**config.mk**
```make
export PLATFORM = sky130hd
export DESIGN_NAME = flash_self_program_sections
export DESIGN_NICKNAME = d
export VERILOG_FILES = /design/src/pkg/flash_sect_pkg.sv /design/src/pkg/flash_op_if.sv /design/src/logic/flash_op_timer.sv /design/src/logic/flash_self_program_sections.sv
export SDC_FILE = /design/constraint.sdc
export NUM_CORES = 1
export LEC_CHECK = 0
export BUFFER_PORTS_ARGS = -buffer_cell sky130_fd_sc_hd__buf_4
export CORE_MARGIN = 2
export CORE_UTILIZATION = 42
export DETAILED_ROUTE_END_ITERATION = 12
export PLACE_DENSITY_LB_ADDON = 0.2
export REMOVE_ABC_BUFFERS = 1
export SYNTH_ARGS = -nofsm -noshare
export SYNTH_HDL_FRONTEND = slang
export SYNTH_SLANG_ARGS = --single-unit
```
**constraint.sdc**
```tcl
create_clock -name clk_i -period 2.3 [get_ports clk_i]
set_input_delay 0.46 -clock clk_i [delete_from_list [all_inputs] [get_ports clk_i]]
set_output_delay 0.46 -clock clk_i [all_outputs]
set_load 0.02 [all_outputs]
```
**src/pkg/flash_sect_pkg.sv**
```systemverilog
`default_nettype none
package flash_sect_pkg;
   localparam int unsigned ADDR_W = 15;
   localparam int unsigned WB_AW  = 4;

   localparam logic [3:0] REG_CTRL   = 4'h0;
   localparam logic [3:0] REG_STATUS = 4'h4;
   localparam logic [3:0] REG_IRQ_ST = 4'h8;
   localparam logic [3:0] REG_IRQ_EN = 4'hC;

   localparam int unsigned CTRL_BUSY_CLR  = 0;
   localparam int unsigned CTRL_LOCK_WR   = 1;
   localparam int unsigned CTRL_LOCK_POS  = 4;
   localparam int unsigned CTRL_CHIP_ERASE = 8;

   localparam int unsigned ST_BUSY   = 0;
   localparam int unsigned ST_HALT   = 1;
   localparam int unsigned ST_ACTIVE = 2;
   localparam int unsigned ST_LOCK_POS = 4;
   localparam int unsigned ST_FUSE_POS = 8;

   localparam int unsigned IRQ_DONE   = 0;
   localparam int unsigned IRQ_REJECT = 1;
   localparam int unsigned IRQ_W      = 2;

   localparam logic [ADDR_W-1:0] HALT_START = 15'h7000;
   localparam logic [ADDR_W-1:0] BOOT_START_00 = 15'h7000;
   localparam logic [ADDR_W-1:0] BOOT_START_01 = 15'h7800;
   localparam logic [ADDR_W-1:0] BOOT_START_10 = 15'h7C00;
   localparam logic [ADDR_W-1:0] BOOT_START_11 = 15'h7E00;

   localparam logic [3:0] LOCK_RESET = 4'hF;
   localparam logic [1:0] LOCK_MODE1 = 2'h3;
   localparam logic [1:0] LOCK_MODE2 = 2'h2;
   localparam logic [1:0] LOCK_MODE3 = 2'h0;

   localparam real OP_TIME_NS = 4000.0;
   localparam real CLK_NS     = 5.0;
   localparam int unsigned OP_CYCLES = int'($ceil(OP_TIME_NS / CLK_NS));
endpackage
`default_nettype wire

```
**src/pkg/flash_op_if.sv**
```systemverilog
`default_nettype none
interface flash_op_if;
   logic                              start;
   logic [flash_sect_pkg::ADDR_W-1:0] addr;
   logic                              done;
   logic                              busy;
   modport ctrl  (output start, output addr, input done, input busy);
   modport timer (input start, input addr, output done, output busy);
endinterface
`default_nettype wire

```
**src/logic/flash_op_timer.sv**
```systemverilog
`default_nettype none
module flash_op_timer (
   input  wire logic        clk_i,
   input  wire logic        rst_i,
   flash_op_if.timer        op
);
   logic [12:0] cnt_r;
   logic        run_r;
   logic        last_w;

   assign last_w  = run_r && (cnt_r == 13'h0001);
   assign op.done = last_w;
   assign op.busy = run_r;

   // a new start is only accepted while idle
   always_ff @(posedge clk_i) begin
      if (rst_i) begin
         run_r <= 1'b0;
         cnt_r <= 13'h0000;
      end else if (!run_r && op.start) begin
         run_r <= 1'b1;
         cnt_r <= 13'(flash_sect_pkg::OP_CYCLES);
      end else if (last_w) begin
         run_r <= 1'b0;
         cnt_r <= 13'h0000;
      end else if (run_r) begin
         cnt_r <= cnt_r - 13'h0001;
      end
   end
endmodule
`default_nettype wire

```
**src/logic/flash_self_program_sections.sv**
```systemverilog
// The implementer's own choices: the Wishbone register port and the placing of the registers.
`default_nettype none
module flash_self_program_sections (
   input  wire logic                              clk_i,
   input  wire logic                              rst_i,
   input  wire logic [1:0]                        boot_size_fuses_i,
   input  wire logic                              store_program_instruction_i,
   input  wire logic [flash_sect_pkg::ADDR_W-1:0] exec_addr_i,
   input  wire logic [flash_sect_pkg::ADDR_W-1:0] target_addr_i,
   output logic                                   spm_ack_o,
   output logic                                   cpu_halt_o,
   output logic                                   flash_start_o,
   output logic [flash_sect_pkg::ADDR_W-1:0]      flash_addr_o,
   input  wire logic [flash_sect_pkg::WB_AW-1:0]  wb_adr_i,
   input  wire logic [31:0]                       wb_dat_i,
   output logic [31:0]                            wb_dat_o,
   input  wire logic [3:0]                        wb_sel_i,
   input  wire logic                              wb_we_i,
   input  wire logic                              wb_cyc_i,
   input  wire logic                              wb_stb_i,
   output logic                                   wb_ack_o,
   output logic                                   irq_o
);
   typedef enum logic [2:0] {
      IDLE = 3'b001,
      PROG = 3'b010,
      DONE = 3'b100
   } state_t;

   state_t state_r;
   state_t state_nxt;

   flash_op_if op ();

   flash_op_timer timer_u (
      .clk_i (clk_i),
      .rst_i (rst_i),
      .op    (op)
   );

   logic [1:0]                        fuse_s1_r;
   logic [1:0]                        fuse_s2_r;
   logic [3:0]                        lock_r;
   logic                              busy_r;
   logic                              halt_r;
   logic [flash_sect_pkg::ADDR_W-1:0] addr_r;
   logic                              ack_r;
   logic [flash_sect_pkg::IRQ_W-1:0]  irq_st_r;
   logic [flash_sect_pkg::IRQ_W-1:0]  irq_en_r;
   logic                              wb_ack_r;
   logic [31:0]                       wb_dat_r;

   function automatic logic [flash_sect_pkg::ADDR_W-1:0] boot_start(input logic [1:0] f);
      logic [flash_sect_pkg::ADDR_W-1:0] s;
      s = flash_sect_pkg::BOOT_START_11;
      unique case (f)
         2'h0: s = flash_sect_pkg::BOOT_START_00;
         2'h1: s = flash_sect_pkg::BOOT_START_01;
         2'h2: s = flash_sect_pkg::BOOT_START_10;
         2'h3: s = flash_sect_pkg::BOOT_START_11;
      endcase
      return s;
   endfunction

   // a lock pair forbids writes in modes two and three
   function automatic logic write_locked(input logic [1:0] pair);
      return (pair == flash_sect_pkg::LOCK_MODE2) || (pair == flash_sect_pkg::LOCK_MODE3);
   endfunction

   // section membership is a lower bound; every section here runs to the flash end
   function automatic logic at_or_above(input logic [flash_sect_pkg::ADDR_W-1:0] a,
                                        input logic [flash_sect_pkg::ADDR_W-1:0] base);
      return a >= base;
   endfunction

   // fuse pins are straps outside the clock domain
   always_ff @(posedge clk_i) begin
      if (rst_i) begin
         fuse_s1_r <= 2'h0;
      end else begin
         fuse_s1_r <= boot_size_fuses_i;
      end
   end

   // only the second stage feeds the section decode
   always_ff @(posedge clk_i) begin
      if (rst_i) begin
         fuse_s2_r <= 2'h0;
      end else begin
         fuse_s2_r <= fuse_s1_r;
      end
   end

   wire [flash_sect_pkg::ADDR_W-1:0] boot_base_w = boot_start(fuse_s2_r);
   // every boot start sits at or above the halting boundary
   wire exec_in_boot_w   = at_or_above(exec_addr_i, boot_base_w);
   wire target_in_boot_w = at_or_above(target_addr_i, boot_base_w);
   wire target_halts_w   = at_or_above(target_addr_i, flash_sect_pkg::HALT_START);
   wire [1:0] app_lock_w  = lock_r[1:0];
   wire [1:0] boot_lock_w = lock_r[3:2];
   // application pair in mode one never blocks
   wire lock_block_w = target_in_boot_w ? write_locked(boot_lock_w)
                                        : write_locked(app_lock_w);
   // the answer edge still sees the held request; it must not be taken twice
   wire req_w    = store_program_instruction_i && (state_r == IDLE) && !ack_r;
   // any page may be targeted from boot; no address range
   wire accept_w = req_w && exec_in_boot_w && !lock_block_w;
   wire reject_w = req_w && !accept_w;

   wire wb_req_w = wb_cyc_i && wb_stb_i && !wb_ack_r;
   wire wb_wr_w  = wb_req_w && wb_we_i;
   wire wr_ctrl_w = wb_wr_w && (wb_adr_i == flash_sect_pkg::REG_CTRL) && wb_sel_i[0];
   wire wr_ctrl1_w = wb_wr_w && (wb_adr_i == flash_sect_pkg::REG_CTRL) && wb_sel_i[1];
   wire wr_iclr_w = wb_wr_w && (wb_adr_i == flash_sect_pkg::REG_IRQ_ST) && wb_sel_i[0];
   wire wr_ien_w  = wb_wr_w && (wb_adr_i == flash_sect_pkg::REG_IRQ_EN) && wb_sel_i[0];
   wire busy_clr_w = wr_ctrl_w && wb_dat_i[flash_sect_pkg::CTRL_BUSY_CLR];
   wire lock_wr_w  = wr_ctrl_w && wb_dat_i[flash_sect_pkg::CTRL_LOCK_WR];
   wire chip_erase_w = wr_ctrl1_w && wb_dat_i[flash_sect_pkg::CTRL_CHIP_ERASE];
   wire [3:0] lock_val_w = wb_dat_i[flash_sect_pkg::CTRL_LOCK_POS +: 4];
   wire [flash_sect_pkg::IRQ_W-1:0] irq_clr_w =
      wr_iclr_w ? wb_dat_i[flash_sect_pkg::IRQ_W-1:0] : '0;
   wire [flash_sect_pkg::IRQ_W-1:0] irq_set_w = {reject_w, op.done};

   wire [31:0] status_w = {20'h00000, 2'h0, fuse_s2_r,
                           lock_r, 1'b0, (state_r != IDLE), halt_r, busy_r};
   wire [31:0] rd_mux_w =
      (wb_adr_i == flash_sect_pkg::REG_STATUS) ? status_w :
      (wb_adr_i == flash_sect_pkg::REG_IRQ_ST) ? {30'h00000000, irq_st_r} :
      (wb_adr_i == flash_sect_pkg::REG_IRQ_EN) ? {30'h00000000, irq_en_r} :
      (wb_adr_i == flash_sect_pkg::REG_CTRL)   ? {24'h000000, lock_r, 4'h0} :
      32'h00000000;

   always_comb begin
      state_nxt = state_r;
      unique case (state_r)
         IDLE: begin
            if (accept_w) begin
               state_nxt = PROG;
            end
         end
         PROG: begin
            if (op.done) begin
               state_nxt = DONE;
            end
         end
         // one cycle to answer before a new request may be taken
         DONE: begin
            state_nxt = IDLE;
         end
      endcase
   end

   assign op.start = (state_r == IDLE) && accept_w;
   assign op.addr  = target_addr_i;

   // next values of every register but the fuse stages, so each flop process stays a plain copy
   logic                              prog_w;
   logic                              ack_nxt;
   logic [flash_sect_pkg::ADDR_W-1:0] addr_nxt;
   logic                              halt_nxt;
   logic                              busy_nxt;
   logic [3:0]                        lock_nxt;
   logic [flash_sect_pkg::IRQ_W-1:0]  irq_st_nxt;
   logic [flash_sect_pkg::IRQ_W-1:0]  irq_en_nxt;
   logic                              wb_ack_nxt;
   logic [31:0]                       wb_dat_nxt;

   assign prog_w   = (state_r == PROG);
   // rejects answer on the cycle after the request; accepted work answers on the cycle after done
   assign ack_nxt  = reject_w || (prog_w && op.done);
   // address is latched at accept, so the core may move its pointer on
   assign addr_nxt = accept_w ? target_addr_i : addr_r;
   // halt follows the programmed target, not whatever the core reads
   assign halt_nxt = accept_w ? target_halts_w :
                     op.done  ? 1'b0 :
                     halt_r;

   // busy set wins over a software clear landing in the same cycle
   assign busy_nxt = (accept_w && !target_halts_w) ? 1'b1 :
                     (busy_clr_w && !op.busy)      ? 1'b0 :
                     busy_r;

   // locks only move toward programmed; chip erase restores
   assign lock_nxt = chip_erase_w ? flash_sect_pkg::LOCK_RESET :
                     lock_wr_w    ? (lock_r & lock_val_w) :
                     lock_r;

   // event set wins over a write-one clear in the same cycle
   assign irq_st_nxt = (irq_st_r & ~irq_clr_w) | irq_set_w;
   assign irq_en_nxt = wr_ien_w ? wb_dat_i[flash_sect_pkg::IRQ_W-1:0] : irq_en_r;
   assign wb_ack_nxt = wb_req_w;
   // read data is zero outside an answer, so a stale word never lingers
   assign wb_dat_nxt = (wb_req_w && !wb_we_i) ? rd_mux_w : 32'h00000000;

   always_ff @(posedge clk_i) begin
      if (rst_i) begin
         state_r <= IDLE;
      end else begin
         state_r <= state_nxt;
      end
   end

   always_ff @(posedge clk_i) begin
      if (rst_i) begin
         ack_r <= 1'b0;
      end else begin
         ack_r <= ack_nxt;
      end
   end

   always_ff @(posedge clk_i) begin
      if (rst_i) begin
         addr_r <= '0;
      end else begin
         addr_r <= addr_nxt;
      end
   end

   // reset releases the core at once, even in the middle of an operation
   always_ff @(posedge clk_i) begin
      if (rst_i) begin
         halt_r <= 1'b0;
      end else begin
         halt_r <= halt_nxt;
      end
   end

   always_ff @(posedge clk_i) begin
      if (rst_i) begin
         busy_r <= 1'b0;
      end else begin
         busy_r <= busy_nxt;
      end
   end

   always_ff @(posedge clk_i) begin
      if (rst_i) begin
         lock_r <= flash_sect_pkg::LOCK_RESET;
      end else begin
         lock_r <= lock_nxt;
      end
   end

   always_ff @(posedge clk_i) begin
      if (rst_i) begin
         irq_st_r <= '0;
      end else begin
         irq_st_r <= irq_st_nxt;
      end
   end

   always_ff @(posedge clk_i) begin
      if (rst_i) begin
         irq_en_r <= '0;
      end else begin
         irq_en_r <= irq_en_nxt;
      end
   end

   // ack comes one cycle after the request and drops the cycle after
   always_ff @(posedge clk_i) begin
      if (rst_i) begin
         wb_ack_r <= 1'b0;
      end else begin
         wb_ack_r <= wb_ack_nxt;
      end
   end

   always_ff @(posedge clk_i) begin
      if (rst_i) begin
         wb_dat_r <= 32'h00000000;
      end else begin
         wb_dat_r <= wb_dat_nxt;
      end
   end

   assign wb_ack_o      = wb_ack_r;
   assign wb_dat_o      = wb_dat_r;
   assign irq_o         = |(irq_st_r & irq_en_r);
   assign spm_ack_o     = ack_r;
   assign cpu_halt_o    = halt_r;
   assign flash_start_o = op.start;
   assign flash_addr_o  = addr_r;
endmodule
`default_nettype wire

```
==> results of run 1 <==
-- synthesized netlist by cell type, drive strengths merged (2+ instances only) --
library cell / count / area, um2
a211oi: 6 / 45.0
a21o: 2 / 15.0
a21oi: 9 / 45.0
a22oi: 2 / 15.0
and2: 6 / 40.0
and3: 6 / 43.8
buf: 27 / 206
clkbuf: 9 / 33.8
dfxtp: 57 / 1140
ha: 8 / 100
inv: 12 / 45.0
mux2: 4 / 45.0
mux2i: 17 / 170
nand2: 39 / 146
nand3: 14 / 70.1
nand3b: 2 / 15.0
nand4: 4 / 25.0
nand4b: 2 / 17.5
nor2: 20 / 75.1
nor2b: 6 / 37.5
nor3: 9 / 45.0
nor4: 4 / 25.0
nor4b: 3 / 32.5
nor4bb: 2 / 20.0
o21a: 2 / 15.0
o21ai: 12 / 60.1
or3: 2 / 12.5
xnor2: 2 / 17.5
xor2: 6 / 52.6
-- where the power goes --
part | switching (mW) | internal, mW | total [mW]
Combinational | 0.176 | 0.169 | 0.345
Clock | 0.385 | 0.611 | 0.996
Sequential | 0.0251 | 1.02 | 1.04
-- flip-flops by register name (all words and copies together) (netlist names) --
register	count
flash_addr_o	15
timer_u.cnt_r	13
fuse_s1_r	2
state_r	3
lock_r	4
timer_u.op.busy	1
busy_r	1
wb_dat_o	9
wb_ack_o	1
cpu_halt_o	1
fuse_s2_r	2
irq_en_r	2
spm_ack_o	1
irq_st_r	2
-- worst paths after layout --
check,startpoint,to,cells after the start
worst max-delay path,fuse_s2_r[1],flash_start_o,9
worst min-delay path,boot_size_fuses_i[1],fuse_s1_r[1],2
worst max register to register,fuse_s2_r[1],state_r[1],12
worst min register to register,fuse_s1_r[0],fuse_s2_r[0],1
-- through the flow --
stage               power [mW]  cell area [um2]  TNS (ns)  utilization
finish                    2.38             3840     -1.64        0.598
global route              2.49             3840     -4.77        0.598
CTS                       2.40             3780    -0.769        0.588
detailed placement        1.39             3510     -5.92        0.546
global placement          1.38             3510     -5.42        0.546
floorplan                 1.24             2670     -3.64            -
-- repair_timing --
item / in CTS / in global routing
pin swaps: 0 / 9
endpoints found under the hold margin: 0 / 0
resized for setup: 8 / 10
setup buffers: 2 / 1
endpoints found under the setup margin: 26 / 31
gates cloned: 0 / 0
-- cell families (layout without fill, tap and decap cells) --
group,Yosys count,after routing,share of synthesized area
and+or+nand+nor,128,128,0.249
muxes,21,21,0.0761
DFF,57,57,0.403
other,1,23,0.00133
buffers and inverters,49,125,0.102
xor gates and xnor gates,8,8,0.0248
adders and majority gates,8,8,0.0354
AOI/OAI and AO/OA,46,46,0.107
-- final cells by class --
class,instances,area [um2],share of cell area
Multi-Input combinational cell,234,1580,0.411
Tap cell,77,96.3,0.0251
Clock inverter,2,35.0,0.00911
Timing Repair Buffer,97,761,0.198
Clock buffer,13,179,0.0465
Inverter,13,48.8,0.0127
Sequential cell,57,1140,0.298
-- worst max-delay path: cells and delay by family, from the launching register on --
family	cells	cell delay (ns)
AOI/OAI and AO/OA	2	0.28
adders and majority gates	1	0.25
buffers and inverters	3	0.36
DFF	1	0.36
and+or+nand+nor	3	0.58
-- metal layers --
| layer | GRT usage | wire length (um) |
|---|---|---|
| met5 | 0 | 0 |
| met4 | 0.0866 | 127 |
| met3 | 0.0664 | 446 |
| met2 | 0.306 | 3240 |
| met1 | 0.227 | 2970 |
==> impl_results.md, run 1 <==
- Worst min path class: in2reg
- Minimum clock period: 2.62 ns
- EDFF count, synth: 0
- Clk_skew: 0.00454 ns
- Most common cell after layout, fill and taps aside: buf_4
- Worst-path fanout max: 4
- Vias in the first global route: 2439
- Crit path largest cell delay: 0.36 ns
- CP cell instances: nor2_1 > buf_4 > ha_4 > nor4bb_2 > and3_1 > o31ai_2 > a21o_1 > inv_2 > buf_6
- Clock Sink Count: 57
- Num rows: 29
- DRC Markers: 0
- Post-Layout Cell Count: 493
- DR pass1 iterations: 4
- Avg Inst Size Synth: 8.90 um2
- Post-route clock period utilization: 1.14
- Layout cells sized above 1: 0.339
- Cells after synthesis: 318
- Pins Over Slew Limit: 0
- Critical Path Source Type: flop
- Setup WS post-layout: -0.320 ns
- Vias post-DR: 2529
- Ports: 130
- Congestion Overflow GR: 0
- Root buf cell: clkbuf_8
- Max Clk Rate: 0.382 GHz
- N_diodes: 0
- H-tree Lvls: 3
- Setup WS pre-CTS: -0.295 ns
- Largest net degree at the start of global routing: 32
- IO buf count: 79
- CTS buffer count: 9
- Final Hold Fails: 0
- Hold_buf cts: 0
- Number of max-cap violations: 0
- CP required: 1.84 ns
- DP HPWL: 4.87 mm
- WL final: 6.79 mm
- Die Span Y: 86.1 um
- Post-synth cell types: 59
- ANT nets after route: 0
- Starting Density: 0.440
- Initial antenna violation count: 0
- Violated checks: setup timing
- Wirelength per Cell: 13.8 um
- Syn. warnings: 0
- Most frequent cells in the layout: buf_4 (93), dfxtp_1 (55), nand2_1 (39), conb_1 (23), nor2_1 (20)
- Vias per cell: 5.13
- Worst-path clk slew: 0.06 ns
- Gr usage total: 0.190
- DR iter-0 viols: 105
- Area Growth Syn to Fin: 35.9%
- Count of final setup violators: 24
- Crit path arrival time: 2.16 ns
- CTS tree: done
- VDD IR max: 0.266 mV
- Max-Slew Margin vs Limit: 0.583
- Filler cells: 563
- # nets final: 498
- P_leak: 1.70 nW
- Hold WS: 0.339 ns
- Gp weighted congestion: 0.880
- Global-route wire length before repair: 11.0 mm
- Post-Syn Area: 0.00283 mm2
- Clk_lat worst skew: 0.33 ns
- CP endpoint kind: primary output
- Setup CP Type: reg2out
- Seq/Total Area, Yosys: 0.403
- Die W: 86.1 um
- Core Box Area: 0.00642 mm2
- Reg2reg setup slack: -0.13 ns
- Critical-path top delay cell: dfxtp_2
- Yosys reg bits: 57
- Post-synth top flop: dfxtp_1
- RSZ-0062 raised after global routing: yes
- Worst-margin pin slew: 0.621 ns
- Die ar.: 0.00741 mm2
- Status: finished with violations
- Clock tree buffer depth: 2
- Placed Instances: 476
- Power Dens Cells: 620 mW/mm2
- Ys async rst share: 0
Power figures use the tool's default switching activity.
==> run 2, diff against run 1 <==
--- a/config.mk
+++ b/config.mk
@@ -11,2 +11,3 @@
 export DETAILED_ROUTE_END_ITERATION = 12
+export HOLD_SLACK_MARGIN = 0.03
 export PLACE_DENSITY_LB_ADDON = 0.2
@@ -16 +17,2 @@
 export SYNTH_SLANG_ARGS = --single-unit
+export TNS_END_PERCENT = 5
==> constraint.sdc (replaced) <==
create_clock -name clk_i -period 2.3 [get_ports clk_i]
set_input_delay 0 -clock clk_i [delete_from_list [all_inputs] [get_ports clk_i]]
set_output_delay 0 -clock clk_i [all_outputs]
set_load 0.02 [all_outputs]
==> impl_results.md, run 2 (synthesized netlist as in run 1, its figures left out) <==
- Most frequent cells in the layout: buf_4 (87), dfxtp_1 (56), nand2_1 (39), dlygate4sd3_1 (39), conb_1 (23) (was buf_4 (93), dfxtp_1 (55), nand2_1 (39), conb_1 (23), nor2_1 (20))
- Final Hold Fails: 0 (unchanged)
- RSZ-0062 raised after global routing: yes (unchanged)
- Critical-path top delay cell: dfxtp_2 (unchanged)
- Worst-margin pin slew: 0.580 ns (was 0.621 ns)
- Critical Path Source Type: flop (unchanged)
- Congestion Overflow GR: 0 (unchanged)
- Setup WS post-layout: -0.0325 ns (was -0.320 ns)
- Max-Slew Margin vs Limit: 0.610 (was 0.583)
- Crit path arrival time: 2.33 ns (was 2.16 ns)
- Largest net degree at the start of global routing: 36 (was 32)
- DP HPWL: 4.76 mm (was 4.87 mm)
- Violated checks: setup timing (unchanged)
- Crit path largest cell delay: 0.33 ns (was 0.36 ns)
- Pins Over Slew Limit: 0 (unchanged)
- Worst-path clk slew: 0.07 ns (was 0.06 ns)
- Most common cell after layout, fill and taps aside: buf_4 (unchanged)
- CP cell instances: and2_4 > ha_4 > nor4bb_4 > nand3_1 > a211o_1 > a21o_1 > inv_4 > buf_12 > buf_8 (was nor2_1 > buf_4 > ha_4 > nor4bb_2 > and3_1 > o31ai_2 > a21o_1 > inv_2 > buf_6)
- Global-route wire length before repair: 12.1 mm (was 11.0 mm)
- Top sig layer: met4 (unchanged)
- Status: finished with violations (unchanged)
- Gr usage total: 0.207 (was 0.190)
- Fin util: 0.645 (was 0.598)
- Clk_skew: 0.00860 ns (was 0.00454 ns)
- Gp weighted congestion: 0.863 (was 0.880)
- Vias post-DR: 2688 (was 2529)
- Met3 WL: 448 um (was 446 um)
- Die Span Y: 86.1 um (unchanged)
- CP endpoint kind: primary output (unchanged)
- N_diodes: 0 (unchanged)
- IO buf count: 79 (unchanged)
- ANT nets after route: 0 (unchanged)
- Post-route clock period utilization: 1.01 (was 1.14)
- Clk_lat worst skew: 0.34 ns (was 0.33 ns)
- Worst min path class: in2reg (unchanged)
- Ports: 130 (unchanged)
- VDD IR max: 0.368 mV (was 0.266 mV)
- Die ar.: 0.00741 mm2 (unchanged)
- Max Clk Rate: 0.429 GHz (was 0.382 GHz)
- # nets final: 532 (was 498)
- CP required: 2.30 ns (was 1.84 ns)
- Met1 wire length: 3.11 mm (was 2.97 mm)
- WL met2: 3.50 mm (was 3.24 mm)
- CTS buffer count: 9 (unchanged)
- Largest register FFs: 15 (unchanged)
- Power Dens Cells: 563 mW/mm2 (was 620 mW/mm2)
- Starting Density: 0.440 (unchanged)
- Final Instance Area: 0.00414 mm2 (was 0.00384 mm2)
- P_leak: 1.82 nW (was 1.70 nW)
- Clock Sink Count: 57 (unchanged)
- DR pass1 iterations: 4 (unchanged)
- Number of max-cap violations: 0 (unchanged)
- Placed cell areas: 0.00345 mm2 (was 0.00351 mm2)
- Area Growth Syn to Fin: 46.4% (was 35.9%)
- Initial antenna violation count: 0 (unchanged)
- Count of final setup violators: 5 (was 24)
- Setup CP Type: reg2out (unchanged)
- CTS tree: done (unchanged)
- Setup TNS: -0.106 ns (was -1.64 ns)
- H-tree Lvls: 3 (unchanged)
- Area of the multi-input gates: 0.00153 mm2 (was 0.00158 mm2)
- Vias per cell: 5.09 (was 5.13)
- Vias in the first global route: 2610 (was 2439)
- Wirelength per Cell: 13.7 um (was 13.8 um)
- Num rows: 29 (unchanged)
- Layout cells sized above 1: 0.282 (was 0.339)
- Root buf cell: clkbuf_8 (unchanged)
- Clock tree buffer depth: 2 (unchanged)
- Worst-path fanout max: 8 (was 4)
- Total area of sequential cells: 0.00114 mm2 (about the same)
- Filler cells: 520 (was 563)
- Core Box Area: 0.00642 mm2 (unchanged)
- WL final: 7.22 mm (was 6.79 mm)
- Reg2reg setup slack: -0.02 ns (was -0.13 ns)
- DRC Markers: 0 (unchanged)
- Minimum clock period: 2.33 ns (was 2.62 ns)
- DR iter-0 viols: 113 (was 105)
- Die W: 86.1 um (unchanged)
-- run 2: cell count changes in the layout (fill, tap and decap cells not counted), moves of 3 or more --
cell           delta
dlygate4sd3_1    +39
clkbuf_8          -3
buf_4             -6
clkbuf_1          +3
-- run 2: final timing paths --
| path | startpoint | to | depth (start not counted) |
|---|---|---|---|
| hold reg to reg | fuse_s1_r[0] | fuse_s2_r[0] | 1 |
| setup reg to reg | fuse_s2_r[1] | cpu_halt_o | 9 |
| setup / recovery | fuse_s2_r[1] | flash_start_o | 9 |
| hold / removal | wb_adr_i[0] | wb_dat_o[1] | 4 |
-- run 2: where the power goes --
group          switching, mW  leakage [nW]  internal, mW
Combinational          0.182          1.27         0.193
Sequential            0.0248         0.462          1.02
Clock                  0.387        0.0974         0.527
Total                  0.593          1.82          1.74
-- run 2: metal layers --
layer | GRT usage | up-vias
met5 | 0 | -
met4 | 0.0880 | 0
met3 | 0.0510 | 16
met2 | 0.347 | 99
met1 | 0.251 | 1250
li1 | - | 1323
-- run 2: timing repair --
item                                    in CTS  in global routing
pin swaps                                    1                  4
hold buffers                                39                  0
resized for setup                            5                  9
hold endpoints to repair                    36                  0
setup buffers                                2                  2
endpoints found under the setup margin      17                 21
gates cloned                                 0                  1
-- run 2: per-stage QoR --
stage,hold WS (ns),setup slack (ns),cells,total power [mW]
after global placement,0.216,0.0507,468,1.37
after floorplan,0.0691,-0.250,304,1.24
after CTS,0.0570,0.00868,525,2.33
after global routing,0.0801,-0.135,528,2.43
after detailed placement,0.229,0.0158,468,1.37
final,0.0627,-0.0325,528,2.33
-- run 2: layout make-up --
type / count / share of cell area
Tap cell: 77 / 0.0233
Clock buffer: 13 / 0.0360
Inverter: 13 / 0.0124
Sequential cell: 57 / 0.276
Clock inverter: 3 / 0.00967
Multi-Input combinational cell: 234 / 0.369
Timing Repair Buffer: 131 / 0.274
-- run 2: critical path, delay by kind of cell, from the launching register on --
family | cells | cell delay, ns
and+or+nand+nor | 3 | 0.59
adders and majority gates | 1 | 0.25
DFF | 1 | 0.33
AOI/OAI and AO/OA | 2 | 0.52
buffers and inverters | 3 | 0.29
==> run 3, diff against run 2 <==
Settings changed: MAX_ROUTING_LAYER from default to met4.
==> impl_results.md, run 3 (synthesized netlist as in run 1, its figures left out) <==
- Area Growth Syn to Fin: 46.4% (unchanged)
- Filler cells: 520 (unchanged)
- DR iter-0 viols: 105 (was 113)
- Final Hold Fails: 0 (unchanged)
- CP required: 2.30 ns (about the same)
- Root buf cell: clkbuf_8 (unchanged)
- Setup WS post-layout: -0.0291 ns (was -0.0325 ns)
- Violated checks: setup timing (unchanged)
- Clock Sink Count: 57 (unchanged)
- Vias in the first global route: 2607 (was 2610)
- Minimum clock period: 2.33 ns (about the same)
- Crit path arrival time: 2.33 ns (about the same)
- VDD IR max: 0.368 mV (about the same)
- Vias post-DR: 2672 (was 2688)
- Num rows: 29 (unchanged)
- RSZ-0062 raised after global routing: yes (unchanged)
- Gr usage total: 0.213 (was 0.207)
- IO buf count: 79 (unchanged)
- Worst-path fanout max: 8 (unchanged)
- Largest register FFs: 15 (unchanged)
- Starting Density: 0.440 (unchanged)
- Initial antenna violation count: 0 (unchanged)
- Hold Path Cell Cnt: 4 (unchanged)
- Congestion Overflow GR: 0 (unchanged)
- Placed Instances: 468 (unchanged)
- Gp weighted congestion: 0.877 (was 0.863)
- Most common cell after layout, fill and taps aside: buf_4 (unchanged)
- Most frequent cells in the layout: buf_4 (87), dfxtp_1 (56), nand2_1 (39), dlygate4sd3_1 (39), conb_1 (23) (unchanged)
- Core Box Area: 0.00642 mm2 (unchanged)
- Max-Slew Margin vs Limit: 0.607 (was 0.610)
- Power Total: 2.33 mW (about the same)
- Crit path largest cell delay: 0.33 ns (about the same)
- CP cell instances: and2_4 > ha_4 > nor4bb_4 > nand3_1 > a211o_1 > a21o_1 > inv_4 > buf_12 > buf_8 (unchanged)
- Min-delay src: wb_adr_i[0] (unchanged)
- Clock tree buffer depth: 2 (unchanged)
- Layout cells sized above 1: 0.282 (unchanged)
- Number of max-cap violations: 0 (unchanged)
- CP endpoint kind: primary output (unchanged)
- Status: finished with violations (unchanged)
- Critical Path Source Type: flop (unchanged)
- Reg2reg setup slack: -0.02 ns (about the same)
- Clk_skew: 0.00788 ns (was 0.00860 ns)
- Hold Path End: wb_dat_o[1] (unchanged)
- CTS tree: done (unchanged)
- Worst-margin pin slew: 0.586 ns (was 0.580 ns)
- Max Clk Rate: 0.429 GHz (about the same)
- Critical-path top delay cell: dfxtp_2 (unchanged)
- Die Span Y: 86.1 um (unchanged)
- Setup CP Type: reg2out (unchanged)
- Clk_lat worst skew: 0.33 ns (was 0.34 ns)
- DR pass1 iterations: 4 (unchanged)
- Ports: 130 (unchanged)
- N_diodes: 0 (unchanged)
- ANT nets after route: 0 (unchanged)
- Pins Over Slew Limit: 0 (unchanged)
- P_leak: 1.82 nW (unchanged)
- Reg2Reg Depth: 9 (unchanged)
- Wirelength per Cell: 13.7 um (about the same)
- CTS buffer count: 9 (unchanged)
- Die ar.: 0.00741 mm2 (unchanged)
- DRC Markers: 0 (unchanged)
- WL final: 7.22 mm (about the same)
- Die W: 86.1 um (unchanged)
- Reg2reg end: cpu_halt_o (unchanged)
- Global-route wire length before repair: 12.1 mm (unchanged)
- Post-route clock period utilization: 1.01 (about the same)
- H-tree Lvls: 3 (unchanged)
- Largest net degree at the start of global routing: 36 (unchanged)
- Worst-path clk slew: 0.07 ns (about the same)
- # nets final: 532 (unchanged)
- Worst min path class: in2reg (unchanged)
- Vias per cell: 5.06 (was 5.09)
- Worst reg2reg startpoint: fuse_s2_r[1] (unchanged)
- Count of final setup violators: 6 (was 5)
- DP HPWL: 4.76 mm (unchanged)
- Post-Layout Cell Count: 528 (unchanged)
- Setup WS pre-CTS: 0.0158 ns (unchanged)
- Power Dens Cells: 563 mW/mm2 (about the same)
run 3: cell counts in the layout (fill, tap and decap cells not counted):
Identical to the previous run, type by type.
run 3: what timing repair did:
action,CTS,global route
resized for setup,5,9
pin swaps,1,4
endpoints found under the hold margin,36,0
hold buffers,39,0
cloned,0,1
endpoints found under the setup margin,17,21
setup buffers,2,2
run 3: worst max path at each step:
| stage | start | cells after the start | end |
|---|---|---|---|
| 5_1_grt | fuse_s2_r[1] | 10 | flash_addr_o[5] |
| 4_1_cts | fuse_s2_r[0] | 9 | flash_start_o |
| 3_3_place_gp | fuse_s2_r[1] | 8 | cpu_halt_o |
| 3_5_place_dp | fuse_s2_r[1] | 9 | flash_addr_o[5] |
| 2_1_floorplan | fuse_s2_r[1] | 8 | cpu_halt_o |
| 6_report | fuse_s2_r[1] | 9 | flash_start_o |
run 3: critical path, delay by kind of cell (launching register included):
kind | cells | cell delay, ns
fa+ha+maj | 1 | 0.25
simple gates | 3 | 0.59
flops | 1 | 0.33
buf+inv | 3 | 0.29
compound gates | 2 | 0.52
run 3: final cells by class:
class | count | area (um2) | area share
repair buffers | 131 | 1130 | 0.274
inverters | 13 | 51.3 | 0.0124
multi-input cells | 234 | 1530 | 0.369
clock inverters | 3 | 40.0 | 0.00967
well taps | 77 | 96.3 | 0.0233
clock buffers | 13 | 149 | 0.0360
flip-flops and latches | 57 | 1140 | 0.276
run 3: stage by stage:
stage	utilization	setup TNS [ns]	area, um2	hold slack [ns]
final	0.645	-0.100	4140	0.0688
after global routing	0.645	-1.97	4140	0.0776
after global placement	0.537	0	3450	0.216
after floorplan	-	-1.25	2670	0.0691
after CTS	0.633	0	4070	0.0570
after detailed placement	0.537	0	3450	0.229
run 3: routing by layer:
metal / global-route usage / share of wire
met4: 0.0750 / 0.020
met1: 0.255 / 0.44
met5: - / 0
met2: 0.346 / 0.49
met3: 0.0549 / 0.051
run 3: where the power goes:
group          switching [mW]  internal (mW)  total [mW]
registers              0.0249           1.02        1.04
logic                   0.182          0.193       0.375
clock network           0.387          0.528       0.914
